`config.mk`:
```
export PLATFORM = sky130hd
export DESIGN_NAME = dbf_frame_assembly
export DESIGN_NICKNAME = d
export VERILOG_FILES = /design/src/design/dbf_pkg.sv /design/src/design/dbf_mode_check.sv /design/src/design/dbf_lane_mux.sv /design/src/design/dbf_frame_assembly.sv
export SDC_FILE = /design/constraint.sdc
export NUM_CORES = 1
export LEC_CHECK = 0
export ABC_AREA = 0
export BUFFER_PORTS_ARGS = -buffer_cell sky130_fd_sc_hd__buf_2
export CELL_PAD_IN_SITES_DETAIL_PLACEMENT = 0
export CELL_PAD_IN_SITES_GLOBAL_PLACEMENT = 1
export CORE_MARGIN = 2
export CORE_UTILIZATION = 35
export CTS_BUF_LIST = sky130_fd_sc_hd__clkbuf_8 sky130_fd_sc_hd__clkbuf_16
export DETAILED_ROUTE_END_ITERATION = 10
export GPL_TIMING_DRIVEN = 0
export PLACE_DENSITY_LB_ADDON = 0.15
export SLEW_MARGIN = 20
export SYNTH_ARGS = -nofsm -noshare
export SYNTH_HDL_FRONTEND = slang
export SYNTH_SLANG_ARGS = --single-unit
```
`constraint.sdc`:
```
create_clock -name clk_i -period 5.3 [get_ports clk_i]
set_input_delay 1.06 -clock clk_i [delete_from_list [all_inputs] [get_ports clk_i]]
set_output_delay 1.06 -clock clk_i [all_outputs]
set_load 0.01 [all_outputs]
```
`src/design/dbf_pkg.sv`:
```
// Constants, types and register map for the dual-band complex frame assembler
package dbf_pkg;

    // ------------------------------------------------------------
    // Register map (byte addresses)
    // ------------------------------------------------------------
    localparam logic [7:0] DBF_REG_CTRL = 8'h00;
    localparam logic [7:0] DBF_REG_STAT = 8'h04;
    localparam logic [7:0] DBF_REG_FRAMES = 8'h08;
    localparam logic [7:0] DBF_REG_MODE = 8'h0C;

    localparam int DBF_CTRL_EN_BIT = 0;
    localparam int DBF_CTRL_FMT_BIT = 1;
    localparam int DBF_CTRL_DEC_LSB = 8;
    localparam int DBF_CTRL_DEC_W = 6;
    localparam logic [31:0] DBF_CTRL_RST = 32'h0000_0800;

    localparam int DBF_STAT_CFG_OK_BIT = 0;
    localparam int DBF_STAT_RUN_BIT = 1;
    localparam int DBF_STAT_UNDERRUN_BIT = 2;
    localparam int DBF_STAT_FMT_BIT = 3;

    localparam int DBF_MODE_LOW_LSB = 0;
    localparam int DBF_MODE_MID_LSB = 2;
    localparam int DBF_MODE_HIGH_LSB = 4;
    localparam int DBF_MODE_PLL40_BIT = 6;
    localparam int DBF_MODE_MULT_LSB = 8;

    // ------------------------------------------------------------
    // Formats, modes and rates
    // ------------------------------------------------------------
    typedef enum logic {
        DBF_FMT_8821 = 1'b0,
        DBF_FMT_4841 = 1'b1
    } dbf_fmt_t;

    typedef enum logic [1:0] {
        DBF_ST_IDLE = 2'b00,
        DBF_ST_RUN = 2'b01
    } dbf_state_t;

    localparam logic [1:0] DBF_OCT_LAST_8821 = 2'h1;
    localparam logic [1:0] DBF_OCT_LAST_4841 = 2'h3;

    localparam logic [5:0] DBF_PLL_MULT_20X = 6'h14;
    localparam logic [5:0] DBF_PLL_MULT_40X = 6'h28;

    localparam logic [1:0] DBF_SEL_LOW_8821 = 2'h1;
    localparam logic [1:0] DBF_SEL_LOW_4841 = 2'h2;
    localparam logic [1:0] DBF_SEL_MID = 2'h0;
    localparam logic [1:0] DBF_SEL_HIGH = 2'h0;

    localparam logic [5:0] DBF_DEC_8 = 6'h08;
    localparam logic [5:0] DBF_DEC_9 = 6'h09;
    localparam logic [5:0] DBF_DEC_10 = 6'h0A;
    localparam logic [5:0] DBF_DEC_12 = 6'h0C;
    localparam logic [5:0] DBF_DEC_16 = 6'h10;
    localparam logic [5:0] DBF_DEC_18 = 6'h12;
    localparam logic [5:0] DBF_DEC_20 = 6'h14;
    localparam logic [5:0] DBF_DEC_24 = 6'h18;
    localparam logic [5:0] DBF_DEC_32 = 6'h20;

endpackage

```
`src/design/dbf_mode_check.sv`:
```
// Format check and link setting lookup
`timescale 1ns/10ps
`default_nettype none
module dbf_mode_check
    import dbf_pkg::*;
(
    input wire dbf_fmt_t fmt_i,           // Requested lane format
    input wire logic [5:0] dec_i,         // Requested decimation factor
    output logic cfg_ok_o,                // Combination is supported
    output logic pll_40x_o,               // Serializer PLL at 40x
    output logic [5:0] pll_mult_o,        // Lane rate times decimation
    output logic [1:0] sel_low_o,         // Mode field, low
    output logic [1:0] sel_mid_o,         // Mode field, mid
    output logic [1:0] sel_high_o         // Mode field, high
);

    wire logic dec_common;
    wire logic dec_wide_only;
    wire logic is_4841;

    assign is_4841 = (fmt_i == DBF_FMT_4841);
    assign dec_common = (dec_i == DBF_DEC_8) || (dec_i == DBF_DEC_9)
        || (dec_i == DBF_DEC_10) || (dec_i == DBF_DEC_12)
        || (dec_i == DBF_DEC_16) || (dec_i == DBF_DEC_18)
        || (dec_i == DBF_DEC_20);
    assign dec_wide_only = (dec_i == DBF_DEC_24) || (dec_i == DBF_DEC_32);
    assign cfg_ok_o = dec_common || (dec_wide_only && is_4841);

    assign pll_40x_o = is_4841;
    // Lane Gbps per GSPS is this figure divided by the decimation
    assign pll_mult_o = is_4841 ? DBF_PLL_MULT_40X : DBF_PLL_MULT_20X;
    assign sel_low_o = is_4841 ? DBF_SEL_LOW_4841 : DBF_SEL_LOW_8821;
    assign sel_mid_o = DBF_SEL_MID;
    assign sel_high_o = DBF_SEL_HIGH;

endmodule
`default_nettype wire

```
`src/design/dbf_lane_mux.sv`:
```
// Octet selector for one lane of one channel
`timescale 1ns/10ps
`default_nettype none
module dbf_lane_mux
    import dbf_pkg::*;
#(
    parameter int LANE = 0
) (
    input wire dbf_fmt_t fmt_i,           // Active lane format
    input wire logic [1:0] oct_i,         // Octet index within frame
    input wire logic [15:0] b1_inph_i,    // Band 1 in-phase
    input wire logic [15:0] b1_quad_i,    // Band 1 quadrature
    input wire logic [15:0] b2_inph_i,    // Band 2 in-phase
    input wire logic [15:0] b2_quad_i,    // Band 2 quadrature
    output logic [7:0] octet_o,           // Selected octet
    output logic active_o                 // Lane carries data
);

    wire logic [1:0] smp_idx;
    wire logic [15:0] smp;
    wire logic wide;

    assign wide = (fmt_i == DBF_FMT_4841);
    // Four-lane: lane 1 band 1, lane 2 band 2
    assign smp_idx = !wide ? 2'(LANE)
        : (LANE == 2) ? {1'b1, oct_i[1]} : {1'b0, oct_i[1]};
    assign smp = (smp_idx == 2'h0) ? b1_inph_i
        : (smp_idx == 2'h1) ? b1_quad_i
        : (smp_idx == 2'h2) ? b2_inph_i : b2_quad_i;
    assign active_o = !wide || (LANE == 1) || (LANE == 2);
    // Upper byte on the even octet, lower on the odd
    assign octet_o = !active_o ? 8'h00
        : (oct_i[0] ? smp[7:0] : smp[15:8]);

endmodule
`default_nettype wire

```
`src/design/dbf_frame_assembly.sv`:
```
// Dual-band complex frame assembler with Wishbone register access
`timescale 1ns/10ps
`default_nettype none
module dbf_frame_assembly
    import dbf_pkg::*;
(
    input wire logic clk_i,                  // Sample-rate clock
    input wire logic rst_i,                  // Synchronous reset, high
    // Wishbone slave
    input wire logic wb_cyc_i,               // Bus cycle
    input wire logic wb_stb_i,               // Strobe
    input wire logic wb_we_i,                // Write enable
    input wire logic [7:0] wb_adr_i,         // Byte address
    input wire logic [3:0] wb_sel_i,         // Byte selects
    input wire logic [31:0] wb_dat_i,        // Write data
    output logic [31:0] wb_dat_o,            // Read data
    output logic wb_ack_o,                   // Acknowledge
    // Down-converter samples, one frame per handshake
    input wire logic [15:0] chan_a_b1_inph_i, // A band 1 I
    input wire logic [15:0] chan_a_b1_quad_i, // A band 1 Q
    input wire logic [15:0] chan_a_b2_inph_i, // A band 2 I
    input wire logic [15:0] chan_a_b2_quad_i, // A band 2 Q
    input wire logic [15:0] chan_b_b1_inph_i, // B band 1 I
    input wire logic [15:0] chan_b_b1_quad_i, // B band 1 Q
    input wire logic [15:0] chan_b_b2_inph_i, // B band 2 I
    input wire logic [15:0] chan_b_b2_quad_i, // B band 2 Q
    input wire logic frame_valid_i,          // Samples present
    output logic frame_ready_o,              // Samples taken this edge
    // Lane octets toward the serializer
    output logic [7:0] chan_a_lane_zero_o,   // Lane A0
    output logic [7:0] chan_a_lane_one_o,    // Lane A1
    output logic [7:0] chan_a_lane_two_o,    // Lane A2
    output logic [7:0] chan_a_lane_three_o,  // Lane A3
    output logic [7:0] chan_b_lane_zero_o,   // Lane B0
    output logic [7:0] chan_b_lane_one_o,    // Lane B1
    output logic [7:0] chan_b_lane_two_o,    // Lane B2
    output logic [7:0] chan_b_lane_three_o,  // Lane B3
    output logic [7:0] lane_active_o,        // Lane in use, A0 at bit 0
    output logic octet_valid_o,              // Octets carry samples
    output logic frame_start_o,              // First octet of a frame
    // Serializer and link configuration
    output logic pll_40x_o,                  // PLL at 40x, else 20x
    output logic [5:0] pll_mult_o,           // Lane rate ratio numerator
    output logic [1:0] link_format_sel_low_o, // Mode field, low
    output logic [1:0] link_format_sel_mid_o, // Mode field, mid
    output logic [1:0] link_format_sel_high_o // Mode field, high
);

    // ------------------------------------------------------------
    // Register bus
    // ------------------------------------------------------------
    logic [31:0] ctrl;
    logic underrun;
    logic [31:0] frames;
    logic [31:0] rd_data;
    logic ack;

    wire logic bus_req;
    wire logic wr_fire;
    wire logic hit_ctrl;
    wire logic hit_stat;
    wire logic hit_frames;
    wire logic hit_mode;
    wire logic [31:0] byte_mask;
    wire logic [31:0] next_ctrl;
    wire logic clr_underrun;

    assign bus_req = wb_cyc_i && wb_stb_i;
    // Writes land on the edge that also samples ack high
    assign wr_fire = bus_req && ack && wb_we_i;
    assign hit_ctrl = (wb_adr_i == DBF_REG_CTRL);
    assign hit_stat = (wb_adr_i == DBF_REG_STAT);
    assign hit_frames = (wb_adr_i == DBF_REG_FRAMES);
    assign hit_mode = (wb_adr_i == DBF_REG_MODE);
    assign byte_mask = {{8{wb_sel_i[3]}}, {8{wb_sel_i[2]}},
                        {8{wb_sel_i[1]}}, {8{wb_sel_i[0]}}};
    assign next_ctrl = (ctrl & ~byte_mask) | (wb_dat_i & byte_mask);
    assign clr_underrun = wr_fire && hit_stat && wb_sel_i[0]
        && wb_dat_i[DBF_STAT_UNDERRUN_BIT];

    // ------------------------------------------------------------
    // Configuration check
    // ------------------------------------------------------------
    wire dbf_fmt_t req_fmt;
    wire logic [5:0] req_dec;
    wire logic cfg_ok;
    wire logic chk_40x;
    wire logic [5:0] chk_mult;
    wire logic [1:0] chk_low;
    wire logic [1:0] chk_mid;
    wire logic [1:0] chk_high;

    assign req_fmt = dbf_fmt_t'(ctrl[DBF_CTRL_FMT_BIT]);
    assign req_dec = ctrl[DBF_CTRL_DEC_LSB +: DBF_CTRL_DEC_W];

    dbf_mode_check u_check (
        .fmt_i(req_fmt),
        .dec_i(req_dec),
        .cfg_ok_o(cfg_ok),
        .pll_40x_o(chk_40x),
        .pll_mult_o(chk_mult),
        .sel_low_o(chk_low),
        .sel_mid_o(chk_mid),
        .sel_high_o(chk_high)
    );

    // ------------------------------------------------------------
    // Frame sequencing
    // ------------------------------------------------------------
    dbf_state_t state;
    dbf_fmt_t act_fmt;
    logic have;
    logic [1:0] oct;
    logic [15:0] hold_a [4];
    logic [15:0] hold_b [4];

    wire logic running;
    wire logic [1:0] oct_last;
    wire logic at_last;
    wire logic take;
    wire logic start_ok;

    assign running = (state == DBF_ST_RUN);
    assign start_ok = ctrl[DBF_CTRL_EN_BIT] && cfg_ok;
    assign oct_last = (act_fmt == DBF_FMT_4841)
        ? DBF_OCT_LAST_4841 : DBF_OCT_LAST_8821;
    assign at_last = (oct == oct_last);
    // A new frame enters only when none is held or on the closing octet, so frames never tear
    assign frame_ready_o = running && (!have || at_last);
    assign take = frame_valid_i && frame_ready_o;

    // ------------------------------------------------------------
    // Lane selection
    // ------------------------------------------------------------
    wire logic [7:0] oct_a [4];
    wire logic [7:0] oct_b [4];
    wire logic [3:0] act_a;
    wire logic [3:0] act_b;

    // Channel B samples never reach an A lane and the reverse
    for (genvar g = 0; g < 4; g++) begin : g_lane
        dbf_lane_mux #(.LANE(g)) u_mux_a (
            .fmt_i(act_fmt),
            .oct_i(oct),
            .b1_inph_i(hold_a[0]),
            .b1_quad_i(hold_a[1]),
            .b2_inph_i(hold_a[2]),
            .b2_quad_i(hold_a[3]),
            .octet_o(oct_a[g]),
            .active_o(act_a[g])
        );
        dbf_lane_mux #(.LANE(g)) u_mux_b (
            .fmt_i(act_fmt),
            .oct_i(oct),
            .b1_inph_i(hold_b[0]),
            .b1_quad_i(hold_b[1]),
            .b2_inph_i(hold_b[2]),
            .b2_quad_i(hold_b[3]),
            .octet_o(oct_b[g]),
            .active_o(act_b[g])
        );
    end

    // ------------------------------------------------------------
    // Bus registers
    // ------------------------------------------------------------
    wire logic [31:0] stat_word;
    wire logic [31:0] mode_word;
    wire logic [31:0] next_rd;

    assign stat_word = {28'h0000000, logic'(act_fmt), underrun, running, cfg_ok};
    assign mode_word = {18'h00000, chk_mult, 1'b0, chk_40x,
                        chk_high, chk_mid, chk_low};
    // Unmapped addresses answer with zero and ignore writes
    assign next_rd = hit_ctrl ? ctrl
        : hit_stat ? stat_word
        : hit_frames ? frames
        : hit_mode ? mode_word : 32'h0000_0000;

    always_ff @(posedge clk_i) begin
        if (rst_i) begin
            ack <= 1'b0;
            rd_data <= 32'h0000_0000;
        end else begin
            ack <= bus_req && !ack;
            if (bus_req && !ack) begin
                rd_data <= next_rd;
            end
        end
    end

    always_ff @(posedge clk_i) begin
        if (rst_i) begin
            ctrl <= DBF_CTRL_RST;
        end else if (wr_fire && hit_ctrl) begin
            ctrl <= next_ctrl;
        end
    end

    assign wb_ack_o = ack;
    assign wb_dat_o = rd_data;

    // ------------------------------------------------------------
    // Sequencer
    // ------------------------------------------------------------
    // Format is frozen while running; a change applies on re-enable
    always_ff @(posedge clk_i) begin
        if (rst_i) begin
            state <= DBF_ST_IDLE;
            act_fmt <= DBF_FMT_8821;
        end else begin
            unique case (state)
                DBF_ST_IDLE: begin
                    if (start_ok) begin
                        state <= DBF_ST_RUN;
                        act_fmt <= req_fmt;
                    end
                end
                DBF_ST_RUN: begin
                    if (!ctrl[DBF_CTRL_EN_BIT]) begin
                        state <= DBF_ST_IDLE;
                    end
                end
            endcase
        end
    end

    always_ff @(posedge clk_i) begin
        if (rst_i || !running) begin
            have <= 1'b0;
            oct <= 2'h0;
        end else if (have) begin
            oct <= at_last ? 2'h0 : oct + 2'h1;
            if (at_last) begin
                have <= take;
            end
        end else begin
            have <= take;
            oct <= 2'h0;
        end
    end

    always_ff @(posedge clk_i) begin
        if (take) begin
            hold_a[0] <= chan_a_b1_inph_i;
            hold_a[1] <= chan_a_b1_quad_i;
            hold_a[2] <= chan_a_b2_inph_i;
            hold_a[3] <= chan_a_b2_quad_i;
            hold_b[0] <= chan_b_b1_inph_i;
            hold_b[1] <= chan_b_b1_quad_i;
            hold_b[2] <= chan_b_b2_inph_i;
            hold_b[3] <= chan_b_b2_quad_i;
        end
    end

    // Underrun: a frame closed with nothing waiting; set beats clear
    always_ff @(posedge clk_i) begin
        if (rst_i) begin
            underrun <= 1'b0;
        end else if (running && have && at_last && !take) begin
            underrun <= 1'b1;
        end else if (clr_underrun) begin
            underrun <= 1'b0;
        end
    end

    always_ff @(posedge clk_i) begin
        if (rst_i) begin
            frames <= 32'h0000_0000;
        end else if (running && have && at_last) begin
            frames <= frames + 32'h0000_0001;
        end
    end

    // ------------------------------------------------------------
    // Lane outputs
    // ------------------------------------------------------------
    logic [7:0] lane_a [4];
    logic [7:0] lane_b [4];
    logic [7:0] lane_act;
    logic oct_vld;
    logic frm_start;

    wire logic emit;

    assign emit = running && have;

    // Lanes without data in this format stay at zero and inactive
    always_ff @(posedge clk_i) begin
        if (rst_i) begin
            lane_act <= 8'h00;
            oct_vld <= 1'b0;
            frm_start <= 1'b0;
        end else begin
            lane_act <= running ? {act_b, act_a} : 8'h00;
            oct_vld <= emit;
            frm_start <= emit && (oct == 2'h0);
        end
    end

    always_ff @(posedge clk_i) begin
        for (int i = 0; i < 4; i++) begin
            if (rst_i || !emit) begin
                lane_a[i] <= 8'h00;
                lane_b[i] <= 8'h00;
            end else begin
                lane_a[i] <= oct_a[i];
                lane_b[i] <= oct_b[i];
            end
        end
    end

    assign chan_a_lane_zero_o = lane_a[0];
    assign chan_a_lane_one_o = lane_a[1];
    assign chan_a_lane_two_o = lane_a[2];
    assign chan_a_lane_three_o = lane_a[3];
    assign chan_b_lane_zero_o = lane_b[0];
    assign chan_b_lane_one_o = lane_b[1];
    assign chan_b_lane_two_o = lane_b[2];
    assign chan_b_lane_three_o = lane_b[3];
    assign lane_active_o = lane_act;
    assign octet_valid_o = oct_vld;
    assign frame_start_o = frm_start;

    // ------------------------------------------------------------
    // Link configuration, following the running format
    // ------------------------------------------------------------
    logic pll_40x;
    logic [5:0] pll_mult;
    logic [1:0] sel_low;

    always_ff @(posedge clk_i) begin
        if (rst_i) begin
            pll_40x <= 1'b0;
            pll_mult <= DBF_PLL_MULT_20X;
            sel_low <= DBF_SEL_LOW_8821;
        end else if (state == DBF_ST_IDLE && start_ok) begin
            pll_40x <= chk_40x;
            pll_mult <= chk_mult;
            sel_low <= chk_low;
        end
    end

    assign pll_40x_o = pll_40x;
    assign pll_mult_o = pll_mult;
    assign link_format_sel_low_o = sel_low;
    assign link_format_sel_mid_o = DBF_SEL_MID;
    assign link_format_sel_high_o = DBF_SEL_HIGH;

endmodule
`default_nettype wire

```
== Word-level counts from Yosys, hierarchy flattened ==
Memory sizes are Yosys's and may differ from the RTL's.
Index checks and enable logic that the tools add are counted.
Word-level totals
  register bits: 120
  bits in writable memories: 192
  input bits: 178
  output and inout port bits: 121
  logic and storage cells: 174
  memories: 4
Memory list
  hold_a: words 4, width 16, read ports 4, clocked after Yosys merged registers in 0, wr ports 4, RTL line dbf_frame_assembly.sv:114  | logic [15:0] hold_a [4];
  hold_b: words 4, width 16, read ports 4, clocked after Yosys merged registers in 0, wr ports 4, RTL line dbf_frame_assembly.sv:115  | logic [15:0] hold_b [4];
  lane_a: words 4, width 8, read ports 4, clocked after Yosys merged registers in 0, wr ports 4, RTL line dbf_frame_assembly.sv:278  | logic [7:0] lane_a [4];
  lane_b: words 4, width 8, read ports 4, clocked after Yosys merged registers in 0, wr ports 4, RTL line dbf_frame_assembly.sv:279  | logic [7:0] lane_b [4];
Cells by class
  add/subtract/negate cells: 2
  eq/ne operators: 24
  mux-type cells: 68
  bitwise gates (word level): 14
  reduce and logical (&&, ||, !) cells: 46
Operators by type and width (count)
  16-bit 2-to-1 mux: 24
  8-bit 2-to-1 mux: 20
  32-bit 2-to-1 mux: 3
  32-bit AND: 2
  32-bit by 1-bit adder with 32-bit output (second input constant): 1
  32-bit inverter: 1
  32-bit bitwise OR: 1
  6-bit by 4-bit equality test with 1-bit output (second input constant): 4
  6-bit by 5-bit equality test with 1-bit output (second input constant): 4
  1-bit logical AND: 17
  8-bit by 4-bit equality test with 1-bit output (second input constant): 2
  14-bit 2-to-1 mux: 1
  2-bit zero test: 6
  1-bit 2-to-1 mux: 12
  1-bit logical OR: 11
  2-bit by 1-bit equality test with 1-bit output (second input constant): 5
  2-bit 2-to-1 mux: 5
  2-bit equality test (second input constant): 4
  8-bit by 3-bit equality test with 1-bit output (second input constant): 1
  8-bit zero test: 1
  1-bit bitwise OR: 8
  7-bit 2-to-1 mux: 1
  6-bit equality test (second input constant): 1
  1-bit zero test: 6
  10 further kinds: 13

== Depth between registers and ports, before layout ==
  word-level depth: 11
  mapped depth: 8
  gate-level depth less buffers: 7

== Modules after synthesis ==
A second synthesis with hierarchy kept.
Second synthesis, totals
  cell total of the unflattened synthesis: 977
  area total of the unflattened synthesis: 12472.0 um2
Modules (own cells, without submodules)
  dbf_frame_assembly: instances 1, cells an instance 828, area each 10938.0 um2, seq. area each 7567.3 um2
  dbf_lane_mux at g_lane[0].u_mux_a ...: instances 4, cells an instance 19, area each 130.1 um2, seq. area each 0.0 um2
  dbf_lane_mux at g_lane[1].u_mux_a ...: instances 2, cells an instance 13, area each 220.2 um2, seq. area each 0.0 um2
  dbf_lane_mux at g_lane[2].u_mux_a ...: instances 2, cells an instance 12, area each 207.7 um2, seq. area each 0.0 um2
  dbf_mode_check: instances 1, cells an instance 23, area each 157.7 um2, seq. area each 0.0 um2

== Worst setup path after synthesis ==
Ideal clock, no wire load.
  kind: register to register
  start: reg oct[0]
  end: mem hold_a[0][0], enable pin
  setup time: 0.502 ns
  arrival: 4.279 ns
  data required time: 4.798 ns
  path slack: 0.519 ns
  stages on the path, launching flop included: 6
  path through: dfxtp_1 -> buf_2 -> buf_1 -> nand2_1 -> a21boi_0 -> and2_1
RTL lines
  start, declared: RTL line dbf_frame_assembly.sv:113  | logic [1:0] oct;
  start signal, assigned: RTL line dbf_frame_assembly.sv:233  | oct <= at_last ? 2'h0 : oct + 2'h1;
  end, declared: RTL line dbf_frame_assembly.sv:114

== Worst setup path after layout ==
  start: reg oct[0]
  end: out frame_ready_o
On the way
  word-level cells in the longest chain between the ends: 3
RTL lines
  2-bit equality test: RTL line dbf_frame_assembly.sv:127  | assign at_last = (oct == oct_last);
  1-bit logical OR: RTL line dbf_frame_assembly.sv:129  | assign frame_ready_o = running && (!have || at_last);
  1-bit logical AND: RTL line dbf_frame_assembly.sv:129
  end, declared: RTL line dbf_frame_assembly.sv:28  | output logic frame_ready_o,
No other way between the ends.

==> results.py <==
metrics = {
    "floorplan": {
        "die_y_microns": 192,
        "start_util": 0.356,
        "die_area_sq_um": 36700,
        "die-width_microns": 192,
        "io_pins": 299,
        "num_rows": 68,
        "core_area_sq_um": 34500,
    },
    "setup_path": {
        "critPathKind": "flop to output port",
        "critPathSlowestCell": "buf_1",
        "reg2reg_from": "pll_mult_o[3]",
        "cp-startpoint": "oct[0]",
        "cp-start-kind": "flop",
        "required_ns": 4.24,
        "cp_top_family": "buffers and inverters",
        "crit_path_cell_trace": "buf_2, buf_1, nand2_1, a21boi_0, buf_2",
        "worstPathArrival_ns": 2.32,
        "critical-path-max-stage-delay_ns": 0.61,
        "reg2regPathDepth": 7,
        "crit_cells": 5,
        "worst_setup_path_end_kind": "output port",
        "path_buf_inv": 3,
        "cp_max_fo": 10,
        "cpMostUsedCell": "buf_2",
    },
    "clock_network": {
        "cts_sinks": 300,
        "cts_tree": "yes",
        "cts_setup_buffers": 0,
        "ctsResizeCount": 0,
        "clk_pin_slew_ns": 0.06,
        "clock_path_buffers": 3,
        "htreeDepth": 2,
        "clkLatencyLatePin_ns": 0.53,
        "cts_buffers": 35,
        "clockRootBuffer": "clkbuf_16",
        "cts-hold-fix-buffers": 0,
    },
    "synth": {
        "synthSimpleGateAreaFrac": 0.119,
        "synthMuxAreaShare": 0.198,
        "yosys.area_share.adder": 0.00407,
        "ys_types": 50,
        "synthXorXnorAreaFrac": 0.0192,
        "ys_seq_elements": 300,
        "avgSynthCellArea_sq_um": 13.5,
        "synth_area_sq_um": 12300,
        "ys_seq_area_frac": 0.592,
        "synth_warnings": 0,
        "synth_top_family_by_area": "multiplexers",
        "synth_compound_area_frac": 0.0322,
        "synth_cells": 912,
    },
    "sta": {
        "final_max_slew_viol_count": 0,
        "fin_crit_ns": 3.38,
        "finalSetupTns_ns": 0,
        "finalHoldViolations": 0,
        "max_freq_ghz": 0.296,
        "fin_crit_sh": 0.638,
        "finalSetupViolations": 0,
        "slew_headroom": 0.343,
        "rsz0062_at_grt": "false",
        "tightest_slew_ns": 0.986,
        "finalClockSkew_ns": 0.0272,
    },
    "final_layout": {
        "nNetsFinal": 1428,
        "final_area_sq_um": 15500,
        "drive_above_1_share": 0.398,
        "syn_to_final_growth_pct": 26.2,
        "nFillCells": 3280,
    },
    "global_route": {
        "track_usage": 0.200,
        "overflow": 0,
        "grt_max_degree": 58,
        "grt_pass1_vias": 8454,
        "grt_pass1_wl_microns": 53700,
        "antenna_found_initial": 8,
    },
    "hold_path": {
        "min_path_type": "flop to flop",
        "hold_path_depth": 2,
    },
    "outcome": {
        "status": "completed",
    },
    "job": {
        "maxCapViolations": 0,
    },
    "routing": {
        "firstDrtPassIters": 5,
        "wl_per_cell_microns": 21.2,
        "drt-total-wl_microns": 36700,
        "drt-initial-drc-count": 535,
        "post-route-drc-count": 0,
        "ant_nets": 0,
        "vias": 8669,
        "via_per_inst": 5.00,
    },
    "pwr": {
        "power.density_nw_per_um2": 312,
        "peakVddDrop_mv": 0.275,
        "power_leakage_nw": 6.50,
    },
    "placement": {
        "dpl.hpwl_microns": 26000,
        "portBuffers": 290,
        "gp_congestion": 0.810,
        "place_area_sq_um": 14400,
    },
}
## stage by stage
stage / cells / worst slack (ns) / total power, mW / hold WS [ns] / utilization
after floorplan: 917 / 0.519 / 2.50 / 0.436 / -
after global placement: 1662 / -1.08 / 2.58 / 0.452 / 0.415
after detailed placement: 1664 / 1.87 / 2.58 / 0.461 / 0.417
after CTS: 1728 / 1.86 / 4.91 / 0.470 / 0.449
after global routing: 1731 / 1.73 / 5.03 / 0.502 / 0.449
final: 1733 / 1.92 / 4.85 / 0.466 / 0.450
## logic make-up (layout without fill, tap and decap cells)
logic type,count (synthesis),in the layout
other,1,11
buffers and inverters,90,446
AOI/OAI and AO/OA,61,61
and+or+nand+nor,273,273
muxes,156,156
DFF,300,300
adders and majority gates,4,4
xor gates and xnor gates,27,27
## worst reg2reg max path, cell delays in order, from the launching register on
cell,delay [ns]
dfxtp_1,0.57
ha_1,0.21
buf_2,0.31
buf_2,0.43
clkbuf_1,0.59
buf_2,0.48
mux4_2,0.37
and3_1,0.19
## routing by layer
| layer | track usage | vias to the layer above | routed length (microns) |
|---|---|---|---|
| met5 | 0 | - | 32 |
| met4 | 0.0657 | 6 | 920 |
| met3 | 0.0494 | 74 | 2680 |
| met2 | 0.300 | 303 | 16100 |
| met1 | 0.282 | 4228 | 17000 |
| li1 | - | 4058 | - |
## cell type report
class                           instances  area (sq um)  area share
Antenna cell                            5          12.5    0.000806
Sequential cell                       300          7290       0.469
Tap cell                              455           569      0.0367
Timing Repair Buffer                  292          1510      0.0970
Multi-Input combinational cell        527          4610       0.297
Inverter                               13          48.8     0.00314
Buffer                                 77           389      0.0251
Clock inverter                         23           140     0.00902
Clock buffer                           41           970      0.0624
## worst paths after layout
path	endpoint	slack, ns
setup / recovery	frame_ready_o	1.92
hold / removal	flop	0.47
setup reg to reg	lane_b[0][4]	2.04
hold reg to reg	flop	0.47
## Yosys cell counts, drive strengths merged
master     n  area, sq um
dfxtp    172         3440
edfxtp   128         3840
nor2     103          387
and3      69          432
mux4      64         1440
mux2      57          642
buf       39          244
clkbuf    38          143
mux2i     35          350
a22oi     28          210
nand2     27          101
xnor2     19          166
nor3      15         95.1
o21ai     14         70.1
a21oi     13         65.1
inv       13         48.8
nand3     11         55.1
nand4     11         83.8
xor2       8         70.1
and4       7         61.3
nor4       7         77.6
or3        5         31.3
ha         4         50.1
nor3b      4         35.0
or4        3         26.3
a21boi     2         15.0
and2       2         12.5
nand3b     2         15.0
nor2b      2         12.5
a211o      1         8.76
a221o      1         10.0
and2b      1         7.51
conb       1         3.75
nand4b     1         8.76
nor4b      1         8.76
o2111ai    1         8.76
o41ai      1         8.76
or2        1         6.26
or2b       1         7.51
## power by group
part	total (mW)	internal (mW)	switching (mW)
combinational	0.123	0.0597	0.0633
clock	2.32	1.35	0.964
sequential	2.41	2.41	0.000939
## layout by cell type (no fill, tap or decap), types with 11 or more instances in the layout
cell type	netlist	final
mux4_2	64	64
and3_1	69	69
mux2i_1	35	35
nor3_1	11	11
a22oi_1	28	28
nand2_1	27	27
nor2_1	103	103
inv_1	12	20
buf_4	17	17
xnor2_1	19	19
mux2_2	57	57
buf_2	9	301
clkbuf_1	38	38
nand3_1	11	11
a21oi_1	13	13
edfxtp_1	128	128
o21ai_0	14	14
dfxtp_1	172	172
clkbuf_16	0	36
Power figures use the tool's default switching activity.
